[config.mk]
export PLATFORM = sky130hd
export DESIGN_NAME = vcmp_top
export DESIGN_NICKNAME = d
export VERILOG_FILES = /design/src/core/vcmp_pkg.sv /design/src/core/vcmp_edge_if.sv /design/src/core/vcmp_edge_det.sv /design/src/core/vcmp_top.sv
export VERILOG_INCLUDE_DIRS = /design/src /design/src/core
export SDC_FILE = /design/constraint.sdc
export NUM_CORES = 1
export LEC_CHECK = 0
export BUFFER_PORTS_ARGS = -buffer_cell sky130_fd_sc_hd__buf_2
export CORE_ASPECT_RATIO = 0.6
export CORE_UTILIZATION = 40
export DETAILED_ROUTE_END_ITERATION = 7
export MAX_ROUTING_LAYER = met4
export PLACE_DENSITY = 0.75
export SLEW_MARGIN = 20
export SYNTH_ARGS = -nofsm -noshare
export SYNTH_HDL_FRONTEND = slang
export SYNTH_SLANG_ARGS = --single-unit
[constraint.sdc]
create_clock -name clk_i -period 2.2 [get_ports clk_i]
set_input_delay 0.44 -clock clk_i [delete_from_list [all_inputs] [get_ports clk_i]]
set_output_delay 0.44 -clock clk_i [all_outputs]
set_load 0.01 [all_outputs]
[src/core/vcmp_params.svh]
`ifndef VCMP_PARAMS_SVH
`define VCMP_PARAMS_SVH

// Register byte addresses (printed offsets not multiples of four: index * 4)
`define VCMP_CTRL_IDX       8'h9b
`define VCMP_MODE_IDX       8'h9d
`define VCMP_CTRL_ADDR      10'h26c
`define VCMP_MODE_ADDR      10'h274
`define VCMP_IRQ_STAT_ADDR  10'h000
`define VCMP_IRQ_EN_ADDR    10'h004
`define VCMP_IRQ_CLR_ADDR   10'h008
`define VCMP_SYS_ADDR       10'h00c

// Control register fields
`define VCMP_CTRL_EN_BIT    7
`define VCMP_CTRL_OUT_BIT   6
`define VCMP_CTRL_RIF_BIT   5
`define VCMP_CTRL_FIF_BIT   4
`define VCMP_CTRL_HYP_LSB   2
`define VCMP_CTRL_HYN_LSB   0
`define VCMP_CTRL_RESET     8'h00

// Mode register fields
`define VCMP_MODE_RSV_BIT   7
`define VCMP_MODE_RIE_BIT   5
`define VCMP_MODE_FIE_BIT   4
`define VCMP_MODE_MD_LSB    0
`define VCMP_MODE_RESET     8'h82
`define VCMP_MD_RESET       2'h2

// Status / enable layout for the wishbone-side interrupt block
`define VCMP_ST_RISE_BIT    0
`define VCMP_ST_FALL_BIT    1

// System-level enables register
`define VCMP_SYS_SRC_BIT    0
`define VCMP_SYS_GIE_BIT    1

`endif

[src/core/vcmp_pkg.sv]
package vcmp_pkg;

  typedef enum logic [1:0] {
    VCMP_RESP_FAST,
    VCMP_RESP_MID1,
    VCMP_RESP_MID2,
    VCMP_RESP_LOWPWR
  } vcmp_resp_t;

  typedef enum logic [1:0] {
    VCMP_HYS_OFF,
    VCMP_HYS_LVL1,
    VCMP_HYS_LVL2,
    VCMP_HYS_MAX
  } vcmp_hys_t;

  typedef enum logic {
    VCMP_SHUTDOWN,
    VCMP_ACTIVE
  } vcmp_pwr_t;

endpackage : vcmp_pkg

[src/core/vcmp_edge_if.sv]
`timescale 1ns/100ps
interface vcmp_edge_if;
  logic sync_out;
  logic enable;
  logic rise_evt;
  logic fall_evt;

  modport det
  (
    input  sync_out,
    input  enable,
    output rise_evt,
    output fall_evt
  );
  modport ctl
  (
    output sync_out,
    output enable,
    input  rise_evt,
    input  fall_evt
  );
endinterface : vcmp_edge_if

[src/core/vcmp_edge_det.sv]
`timescale 1ns/100ps
`include "vcmp_params.svh"
module vcmp_edge_det
(
  // Clock and reset
  input  wire logic clk_i,
  input  wire logic rst_i,
  // Edge port
  vcmp_edge_if.det  edge_if
);

  logic prev_q;

  always_ff @(posedge clk_i)
  begin
    if (rst_i)
      prev_q <= 1'b0;
    else
      prev_q <= edge_if.sync_out;
  end

  assign edge_if.rise_evt = edge_if.enable & edge_if.sync_out & ~prev_q;
  assign edge_if.fall_evt = edge_if.enable & ~edge_if.sync_out & prev_q;

endmodule : vcmp_edge_det

[src/core/vcmp_top.sv]
`timescale 1ns/100ps
`include "vcmp_params.svh"
module vcmp_top
(
  // Clock and reset
  input  wire logic        clk_i,
  input  wire logic        rst_i,
  // Classic wishbone slave
  input  wire logic        wb_cyc_i,
  input  wire logic        wb_stb_i,
  input  wire logic        wb_we_i,
  input  wire logic [9:0]  wb_adr_i,
  input  wire logic [3:0]  wb_sel_i,
  input  wire logic [31:0] wb_dat_i,
  output logic      [31:0] wb_dat_o,
  output logic             wb_ack_o,
  // Analog core
  input  wire logic        analog_cmp_i,
  output logic             analog_en_o,
  output logic      [1:0]  response_mode_sel_o,
  output logic      [1:0]  pos_hysteresis_sel_o,
  output logic      [1:0]  neg_hysteresis_sel_o,
  // Outputs to the system
  output logic             raw_cmp_out_o,
  output logic             latched_cmp_out_o,
  output logic             irq_o
);

  logic [7:0] ctrl_q;
  logic [7:0] mode_q;
  logic [1:0] flag_q;
  logic [1:0] irq_en_q;
  logic [1:0] sys_q;
  logic       sync1_q;
  logic       sync2_q;
  logic       ack_q;
  logic [31:0] rdat_q;
  logic       wr_stb;
  logic       rd_stb;
  logic       cmp_en;
  logic       ctrl_wr;
  logic       clr_wr;
  logic [1:0] flag_clr;
  logic [1:0] flag_set;
  logic [31:0] rd_mux;
  vcmp_pkg::vcmp_pwr_t pwr_state;
  // Bus decode
  logic       bus_req;
  logic       hit_ctrl;
  logic       hit_mode;
  logic       hit_clr;
  logic       hit_irq_en;
  logic       hit_sys;
  logic       mode_wr;
  logic       irq_en_wr;
  logic       sys_wr;
  // Interrupt path
  logic [1:0] flag_d;
  logic [1:0] edge_irq_en;
  logic [1:0] irq_req;
  // Read words
  logic [7:0] ctrl_rd;
  logic [7:0] mode_rd;
  // Analog control
  logic       analog_en;
  vcmp_pkg::vcmp_resp_t resp_mode;
  vcmp_pkg::vcmp_hys_t  pos_hys;
  vcmp_pkg::vcmp_hys_t  neg_hys;

  vcmp_edge_if edge_if ();

  assign cmp_en = ctrl_q[`VCMP_CTRL_EN_BIT];
  assign pwr_state = cmp_en ? vcmp_pkg::VCMP_ACTIVE : vcmp_pkg::VCMP_SHUTDOWN;

  always_comb
  begin
    analog_en = 1'b0;
    case (pwr_state)
      vcmp_pkg::VCMP_ACTIVE:   analog_en = 1'b1;
      vcmp_pkg::VCMP_SHUTDOWN: analog_en = 1'b0;
      default:                 analog_en = 1'b0;
    endcase
  end

  assign analog_en_o = analog_en;

  assign resp_mode = vcmp_pkg::vcmp_resp_t'(mode_q[`VCMP_MODE_MD_LSB +: 2]);
  assign response_mode_sel_o = resp_mode;
  assign pos_hys = vcmp_pkg::vcmp_hys_t'(ctrl_q[`VCMP_CTRL_HYP_LSB +: 2]);
  assign neg_hys = vcmp_pkg::vcmp_hys_t'(ctrl_q[`VCMP_CTRL_HYN_LSB +: 2]);
  assign pos_hysteresis_sel_o = pos_hys;
  assign neg_hysteresis_sel_o = neg_hys;

  // Unclocked on purpose: wake-up and pin use must work with the clock stopped
  // high when positive exceeds negative
  assign raw_cmp_out_o = analog_cmp_i & cmp_en;

  // Only the second stage is read; the first may settle late
  // two-stage synchronizer
  always_ff @(posedge clk_i)
  begin
    if (rst_i)
    begin
      sync1_q <= 1'b0;
      sync2_q <= 1'b0;
    end
    else
    begin
      sync1_q <= raw_cmp_out_o;
      sync2_q <= sync1_q;
    end
  end

  assign latched_cmp_out_o = sync2_q;

  // Detection gated by enable: the drop to zero on disable sets no fall flag
  assign edge_if.sync_out = sync2_q;
  assign edge_if.enable   = cmp_en;

  vcmp_edge_det u_edge
  (
    .clk_i   (clk_i),
    .rst_i   (rst_i),
    .edge_if (edge_if)
  );

  // Bus decode: one request per ack, writes on byte lane 0 only
  assign bus_req    = wb_cyc_i & wb_stb_i & ~ack_q;
  assign wr_stb     = bus_req & wb_we_i & wb_sel_i[0];
  assign rd_stb     = bus_req & ~wb_we_i;

  assign hit_ctrl   = (wb_adr_i == `VCMP_CTRL_ADDR);
  assign hit_mode   = (wb_adr_i == `VCMP_MODE_ADDR);
  assign hit_clr    = (wb_adr_i == `VCMP_IRQ_CLR_ADDR);
  assign hit_irq_en = (wb_adr_i == `VCMP_IRQ_EN_ADDR);
  assign hit_sys    = (wb_adr_i == `VCMP_SYS_ADDR);

  assign ctrl_wr    = wr_stb & hit_ctrl;
  assign mode_wr    = wr_stb & hit_mode;
  assign clr_wr     = wr_stb & hit_clr;
  assign irq_en_wr  = wr_stb & hit_irq_en;
  assign sys_wr     = wr_stb & hit_sys;

  assign flag_set = {edge_if.fall_evt, edge_if.rise_evt};

  // Software clear: zero written to a flag bit in control, or one to the clear register
  always_comb
  begin
    flag_clr = 2'b00;
    if (ctrl_wr)
    begin
      flag_clr[`VCMP_ST_RISE_BIT] = ~wb_dat_i[`VCMP_CTRL_RIF_BIT];
      flag_clr[`VCMP_ST_FALL_BIT] = ~wb_dat_i[`VCMP_CTRL_FIF_BIT];
    end
    if (clr_wr)
      flag_clr = flag_clr | wb_dat_i[1:0];
  end

  for (genvar i = 0; i < 2; i++)
  begin : g_flag
    assign flag_d[i] = flag_set[i] | (flag_q[i] & ~flag_clr[i]);
  end

  always_ff @(posedge clk_i)
  begin
    if (rst_i)
      flag_q <= 2'b00;
    else
      flag_q <= flag_d;
  end

  always_ff @(posedge clk_i)
  begin
    if (rst_i)
      ctrl_q <= `VCMP_CTRL_RESET;
    else if (ctrl_wr)
    begin
      ctrl_q[`VCMP_CTRL_EN_BIT]        <= wb_dat_i[`VCMP_CTRL_EN_BIT];
      ctrl_q[`VCMP_CTRL_HYP_LSB +: 2]  <= wb_dat_i[`VCMP_CTRL_HYP_LSB +: 2];
      ctrl_q[`VCMP_CTRL_HYN_LSB +: 2]  <= wb_dat_i[`VCMP_CTRL_HYN_LSB +: 2];
    end
  end

  always_ff @(posedge clk_i)
  begin
    if (rst_i)
      mode_q <= `VCMP_MODE_RESET;
    else if (mode_wr)
    begin
      mode_q[`VCMP_MODE_RIE_BIT]      <= wb_dat_i[`VCMP_MODE_RIE_BIT];
      mode_q[`VCMP_MODE_FIE_BIT]      <= wb_dat_i[`VCMP_MODE_FIE_BIT];
      mode_q[`VCMP_MODE_MD_LSB +: 2]  <= wb_dat_i[`VCMP_MODE_MD_LSB +: 2];
    end
  end

  // Per-edge interrupt enable, same layout as status
  always_ff @(posedge clk_i)
  begin
    if (rst_i)
      irq_en_q <= 2'b00;
    else if (irq_en_wr)
      irq_en_q <= wb_dat_i[1:0];
  end

  // Comparator source enable and global enable
  always_ff @(posedge clk_i)
  begin
    if (rst_i)
      sys_q <= 2'b00;
    else if (sys_wr)
      sys_q <= wb_dat_i[1:0];
  end

  // edge enables from the mode register
  assign edge_irq_en = {mode_q[`VCMP_MODE_FIE_BIT], mode_q[`VCMP_MODE_RIE_BIT]};

  // flag and both edge enables per source
  for (genvar j = 0; j < 2; j++)
  begin : g_irq
    assign irq_req[j] = flag_q[j] & irq_en_q[j] & edge_irq_en[j];
  end

  // source and global enables gate the request
  assign irq_o = sys_q[`VCMP_SYS_SRC_BIT] & sys_q[`VCMP_SYS_GIE_BIT] & (|irq_req);

  always_comb
  begin
    ctrl_rd = ctrl_q;
    ctrl_rd[`VCMP_CTRL_OUT_BIT] = sync2_q;
    ctrl_rd[`VCMP_CTRL_RIF_BIT] = flag_q[`VCMP_ST_RISE_BIT];
    ctrl_rd[`VCMP_CTRL_FIF_BIT] = flag_q[`VCMP_ST_FALL_BIT];
  end

  // reserved bit 7 always reads one
  assign mode_rd = mode_q | 8'h80;

  // Read mux; unmapped and write-only read as zero
  always_comb
  begin
    rd_mux = 32'h0000_0000;
    case (wb_adr_i)
      `VCMP_CTRL_ADDR:     rd_mux[7:0] = ctrl_rd;
      `VCMP_MODE_ADDR:     rd_mux[7:0] = mode_rd;
      `VCMP_IRQ_STAT_ADDR: rd_mux[1:0] = flag_q;
      `VCMP_IRQ_CLR_ADDR:  rd_mux = 32'h0000_0000;
      `VCMP_IRQ_EN_ADDR:   rd_mux[1:0] = irq_en_q;
      `VCMP_SYS_ADDR:      rd_mux[1:0] = sys_q;
      default:             rd_mux = 32'h0000_0000;
    endcase
  end

  // One-cycle ack; it masks the decode for one cycle, so a held request is not taken again in its ack cycle
  always_ff @(posedge clk_i)
  begin
    if (rst_i)
      ack_q <= 1'b0;
    else
      ack_q <= bus_req;
  end

  // Read data captured with the request, held until the next read
  always_ff @(posedge clk_i)
  begin
    if (rst_i)
      rdat_q <= 32'h0000_0000;
    else if (rd_stb)
      rdat_q <= rd_mux;
  end

  assign wb_ack_o = ack_q;
  assign wb_dat_o = rdat_q;

endmodule : vcmp_top

### Yosys cells after proc, flatten, opt, wreduce, memory -nomap -nowiden

Cells that the tools add are included.

| word-level totals | value |
|---|---|
| logic and storage cells | 58 |
| register bits | 27 |

| operators by class | value |
|---|---|
| eq/ne operators | 5 |
| muxes and demuxes | 6 |
| reductions and logical operators | 2 |
| bitwise gates (word level) | 35 |

Operators with widths:

| kind | count |
|---|---|
| AND 1 bit | 23 |
| equality test 10 bit, second input constant | 2 |
| equality test 10 x 4 -> 1 bit, second input constant | 2 |
| case mux 6 bit (2 select lines) | 1 |
| equality test 10 x 3 -> 1 bit, second input constant | 1 |
| zero test 10 bit | 1 |
| case mux 2 bit (5 select lines) | 1 |
| inverter 1 bit | 9 |
| two-way mux 2 bit | 2 |
| OR 1 bit | 2 |
| OR 2 bit | 1 |
| case mux 1 bit (2 select lines) | 1 |
| OR reduction 2 bit | 1 |
| two-way mux 1 bit | 1 |

### Logic depth before layout (Yosys ltp)

| logic depth | value |
|---|---|
| depth in word-level cells | 11 |
| gate-level depth with buffers | 6 |
| mapped depth without buffers | 4 |

### Hierarchy

A second synthesis with hierarchy kept.

| second synthesis, totals | value |
|---|---|
| cell total of the unflattened synthesis | 179 |
| area, all modules | 1458.9 sq um |

Modules (own cells, without submodules):

| module | times used | area each (sq um) | cells an instance | seq. area each (sq um) |
|---|---|---|---|---|
| vcmp_top | 1 | 1413.9 | 175 | 520.5 |
| vcmp_edge_det | 1 | 45.0 | 4 | 20.0 |

### Least setup slack after synthesis

Ideal clock, no wire load.

| path | value |
|---|---|
| path type | input-to-reg |
| start | input port wb_adr_i[7] |
| end | register mode_q[0] |
| path buffers | 0 |
| required time | 2.085 ns |
| path slack | 0.199 ns |
| data arrival time | 1.886 ns |
| stages | 4 |
| library setup time | 0.115 ns |
| cell sequence | or4_4 > nor4_4 > mux2_1 > and2_1 |

| on the way | value |
|---|---|
| cells in the longest elaborated chain, start to end | 2 |

RTL lines:

| element | RTL line | text |
|---|---|---|
| from (decl) | vcmp_top.sv:12 | `input wire logic [9:0] wb_adr_i,` |
| equality test 10 bit | n/a |  |
| AND 1 bit | vcmp_top.sv:139 | `assign mode_wr = wr_stb & hit_mode;` |
| to (signal assigned) | vcmp_top.sv:187 | `` mode_q <= `VCMP_MODE_RESET; `` |
| to (signal, indexed assignment) | vcmp_top.sv:190 | `` mode_q[`VCMP_MODE_RIE_BIT] <= wb_dat_i[`VCMP_MODE_RIE_BIT]; `` |
| to (signal, indexed assignment) | vcmp_top.sv:191 | `` mode_q[`VCMP_MODE_FIE_BIT] <= wb_dat_i[`VCMP_MODE_FIE_BIT]; `` |
| to (decl) | vcmp_top.sv:30 | `logic [7:0] mode_q;` |

No other way between the ends.
A chain may end at the register's enable or synchronous reset.

### Final worst setup path

| path | value |
|---|---|
| start | input port wb_adr_i[7] |
| end | register ctrl_q[1] |

| on the way | value |
|---|---|
| cells in the longest elaborated chain, start to end | 2 |

RTL lines:

| element | RTL line | text |
|---|---|---|
| equality test 10 bit | n/a |  |
| AND 1 bit | vcmp_top.sv:138 | `assign ctrl_wr = wr_stb & hit_ctrl;` |
| to (signal assigned) | vcmp_top.sv:175 | `` ctrl_q <= `VCMP_CTRL_RESET; `` |
| to (signal, indexed assignment) | vcmp_top.sv:178 | `` ctrl_q[`VCMP_CTRL_EN_BIT] <= wb_dat_i[`VCMP_CTRL_EN_BIT]; `` |
| to (signal, indexed assignment) | vcmp_top.sv:179 | `` ctrl_q[`VCMP_CTRL_HYP_LSB +: 2] <= wb_dat_i[`VCMP_CTRL_HYP_LSB +: 2]; `` |
| to (decl) | vcmp_top.sv:29 | `logic [7:0] ctrl_q;` |

No other way between the ends.

==> out/results.tsv <==
stage	metric	value	unit
power	powerDensity	526	mW/mm^2
cts	cts_buffers	3	
min_path	min_to	ctrl_q[3]	
synth	synth_top_cell_by_area	dfxtp_1	
sta	fin_skew	0.00352	ns
sta	fmax	545	MHz
routing	drc	0	
sta	setup-tns-final	0	ns
sta	slew_viol_final	0	
sta	setup-violations-final	0	
run_status	outcome	complete, no violations	
synth	synthTopCellsByArea	dfxtp_1 38%, buf_4 14%, mux2i_1 9.7%	
power	finalPower	0.861	mW
routing	wl_per_cell	12.8	um
setup_path	rr_worst_depth	4	
setup_path	worst_ep_required_time	2.36	ns
cts	cts.repair.resized	0	
global_route	grt_max_degree	19	
finish	nNetsFinal	255	
cts	cts_hold_buf	0	
floorplan	coreArea	0.00334	mm^2
floorplan	fp.dieW	79.5	um
synth	ys.flop_type	dfxtp_1	
synth	syn_area	0.00144	mm^2
floorplan	io_pins	95	
sta	finalHoldViolations	0	
global_route	antenna_found_initial	0	
place	place.gp.congestion	0.808	
synth	yosysMostFrequentCell	dfxtp_1	
setup_path	cp_max_fo	6	
sta	timing.hold.ws	0.396	ns
place	place_area	0.00159	mm^2
setup_path	crit_arrival	1.99	ns
setup_path	startpoint	wb_adr_i[7]	
finish	postLayoutCellArea	0.00164	mm^2
routing	route.final.wire_length	3150	um
synth	synth_edf_count	0	
setup_path	critical_path_class	input pin to flop	
synth	async_flop_share	0	%
sta	rsz0062_at_grt	no	
synth	synth_cell_types	33	
synth	ys_ff_latch	27	
finish	insertedDiodeCount	0	
cts	post-cts-setup-buffers	0	
sta	period_share	83.5	%
floorplan	start_util	43.1	%
setup_path	r2r-start	wb_ack_o	
floorplan	die_y	48.5	um
synth	synth-seq-area-share	37.5	%
floorplan	rows	16	
synth	syn_avg_cell_area	8.84	um^2
cts	tritoncts	yes	
cts	cts_buffer_depth	2	
finish	area_delta_synth_final	13.5	%
global_route	grt_use_total	17.1	%
global_route	grt_pass1_vias	1032	
cts	clkLatencyLatePin	0.27	ns
place	hpwlAfterDp	2430	um
sta	min_period	1.84	ns
global_route	grt_pass1_wl	4970	um
setup_path	start_kind	input pin	
global_route	grt_overflow	0	
min_path	holdPathStages	3	
routing	via_per_inst	4.94	
routing	via_count	1220	
synth	postSynthCellCount	163	
min_path	hp-start	wb_dat_i[3]	
synth	yosys-top-cells-count	27 x dfxtp_1, 26 x buf_4, 15 x nand2_1	
routing	first_pass_iters	4	
place	numPortBuffers	42	
min_path	hold_class	input pin to flop	
floorplan	dieArea	0.00386	mm^2
routing	drt-initial-drc-count	65	
cts	htree_num_levels	1	
routing	ant_nets	0	
setup_path	reg2reg_to	ctrl_q[1]	
power	ir_worst_vdd	0.239	mV
power	p_leak	0.779	nW
setup_path	reg2reg_setup_slack	0.64	ns
setup_path	end_kind	flop	
cts	cts.reportedPaths.clkPinSlew	0.09	ns
synth	yosysWarnings	0	
cts	clockRootBuffer	clkbuf_8	
synth	yosysTopAreaCellShare	37.5	%
finish	drive_gt1_share	25.7	%
cts	cts_num_sinks	27	
run	cap_violations	0	
## sequential cells by signal, summed over array words and instances (netlist names)
| register | cells |
|---|---|
| sys_q | 2 |
| sync1_q | 1 |
| latched_cmp_out_o | 1 |
| flag_q | 2 |
| ctrl_q | 5 |
| irq_en_q | 2 |
| wb_dat_o | 8 |
| mode_q | 4 |
| u_edge.prev_q | 1 |
| wb_ack_o | 1 |
## worst max-delay path: stages
cell and delay (ns):
buf_2 0.10, or4_4 0.57, or4_4 0.65, mux2i_1 0.19, nor2_1 0.05
## cells by family after synthesis
group / after synthesis / synth area share [%]
AO/OA/AOI/OAI: 21 / 9.72
buffers and inverters: 35 / 16.4
flip-flops: 27 / 37.5
multiplexers: 15 / 10.5
other: 1 / 0.260
AND/OR/NAND/NOR: 64 / 25.6
## where the power goes
part	total, mW	internal, mW	switching [mW]
combinational	0.0889	0.0279	0.0610
sequential	0.492	0.491	0.00108
clock	0.281	0.130	0.151
total	0.861	0.648	0.213
## worst max-delay path by stage
| stage | cells after the start | slack, ns | endpoint |
|---|---|---|---|
| after detailed placement | 5 | 0.07 | ctrl_q[1] |
| final | 5 | 0.36 | ctrl_q[1] |
| after CTS | 5 | 0.36 | ctrl_q[1] |
| after global placement | 5 | 0.08 | ctrl_q[3] |
| after floorplan | 4 | 0.20 | mode_q[0] |
| after global routing | 5 | 0.31 | ctrl_q[1] |
## cells in the final DEF, fill, tap and decap left out, drive strengths merged
| master | count |
|---|---|
| nor2b | 5 |
| a41o | 2 |
| and3 | 1 |
| nand3b | 1 |
| or4 | 3 |
| inv | 1 |
| nand2 | 15 |
| nor2 | 14 |
| nand3 | 7 |
| and4b | 1 |
| and2 | 3 |
| nand4b | 4 |
| nor4 | 1 |
| nand4 | 5 |
| a21o | 1 |
| nor4bb | 1 |
| nand2b | 1 |
| clkbuf | 4 |
| buf | 46 |
| dfxtp | 27 |
| and4 | 1 |
| a22o | 4 |
| mux2 | 1 |
| and3b | 1 |
| o21ai | 5 |
| conb | 24 |
| mux2i | 14 |
| a221oi | 2 |
| a21oi | 7 |
## layout make-up
| class | count | area, um^2 |
|---|---|---|
| Fill cell | 352 | 1710 |
| Multi-Input combinational cell | 124 | 751 |
| Sequential cell | 27 | 541 |
| Timing Repair Buffer | 46 | 240 |
| Tap cell | 45 | 56.3 |
| Clock buffer | 4 | 45.0 |
| Inverter | 1 | 3.75 |
## layer usage
| layer | share of wire [%] | GRT usage, % |
|---|---|---|
| met5 | 0 | - |
| met4 | 0.29 | 1.82 |
| met3 | 9.6 | 5.47 |
| met2 | 37 | 21.8 |
| met1 | 54 | 26.5 |
## through the flow
stage / utilization (%) / instances / worst slack (ns)
finish: 49.0 / 247 / 0.364
global route: 49.0 / 247 / 0.313
CTS: 49.0 / 247 / 0.363
detailed placement: 47.6 / 243 / 0.0665
global placement: 47.6 / 243 / 0.0810
floorplan: - / 186 / 0.199
No activity file was read; power rests on OpenSTA's default activity.
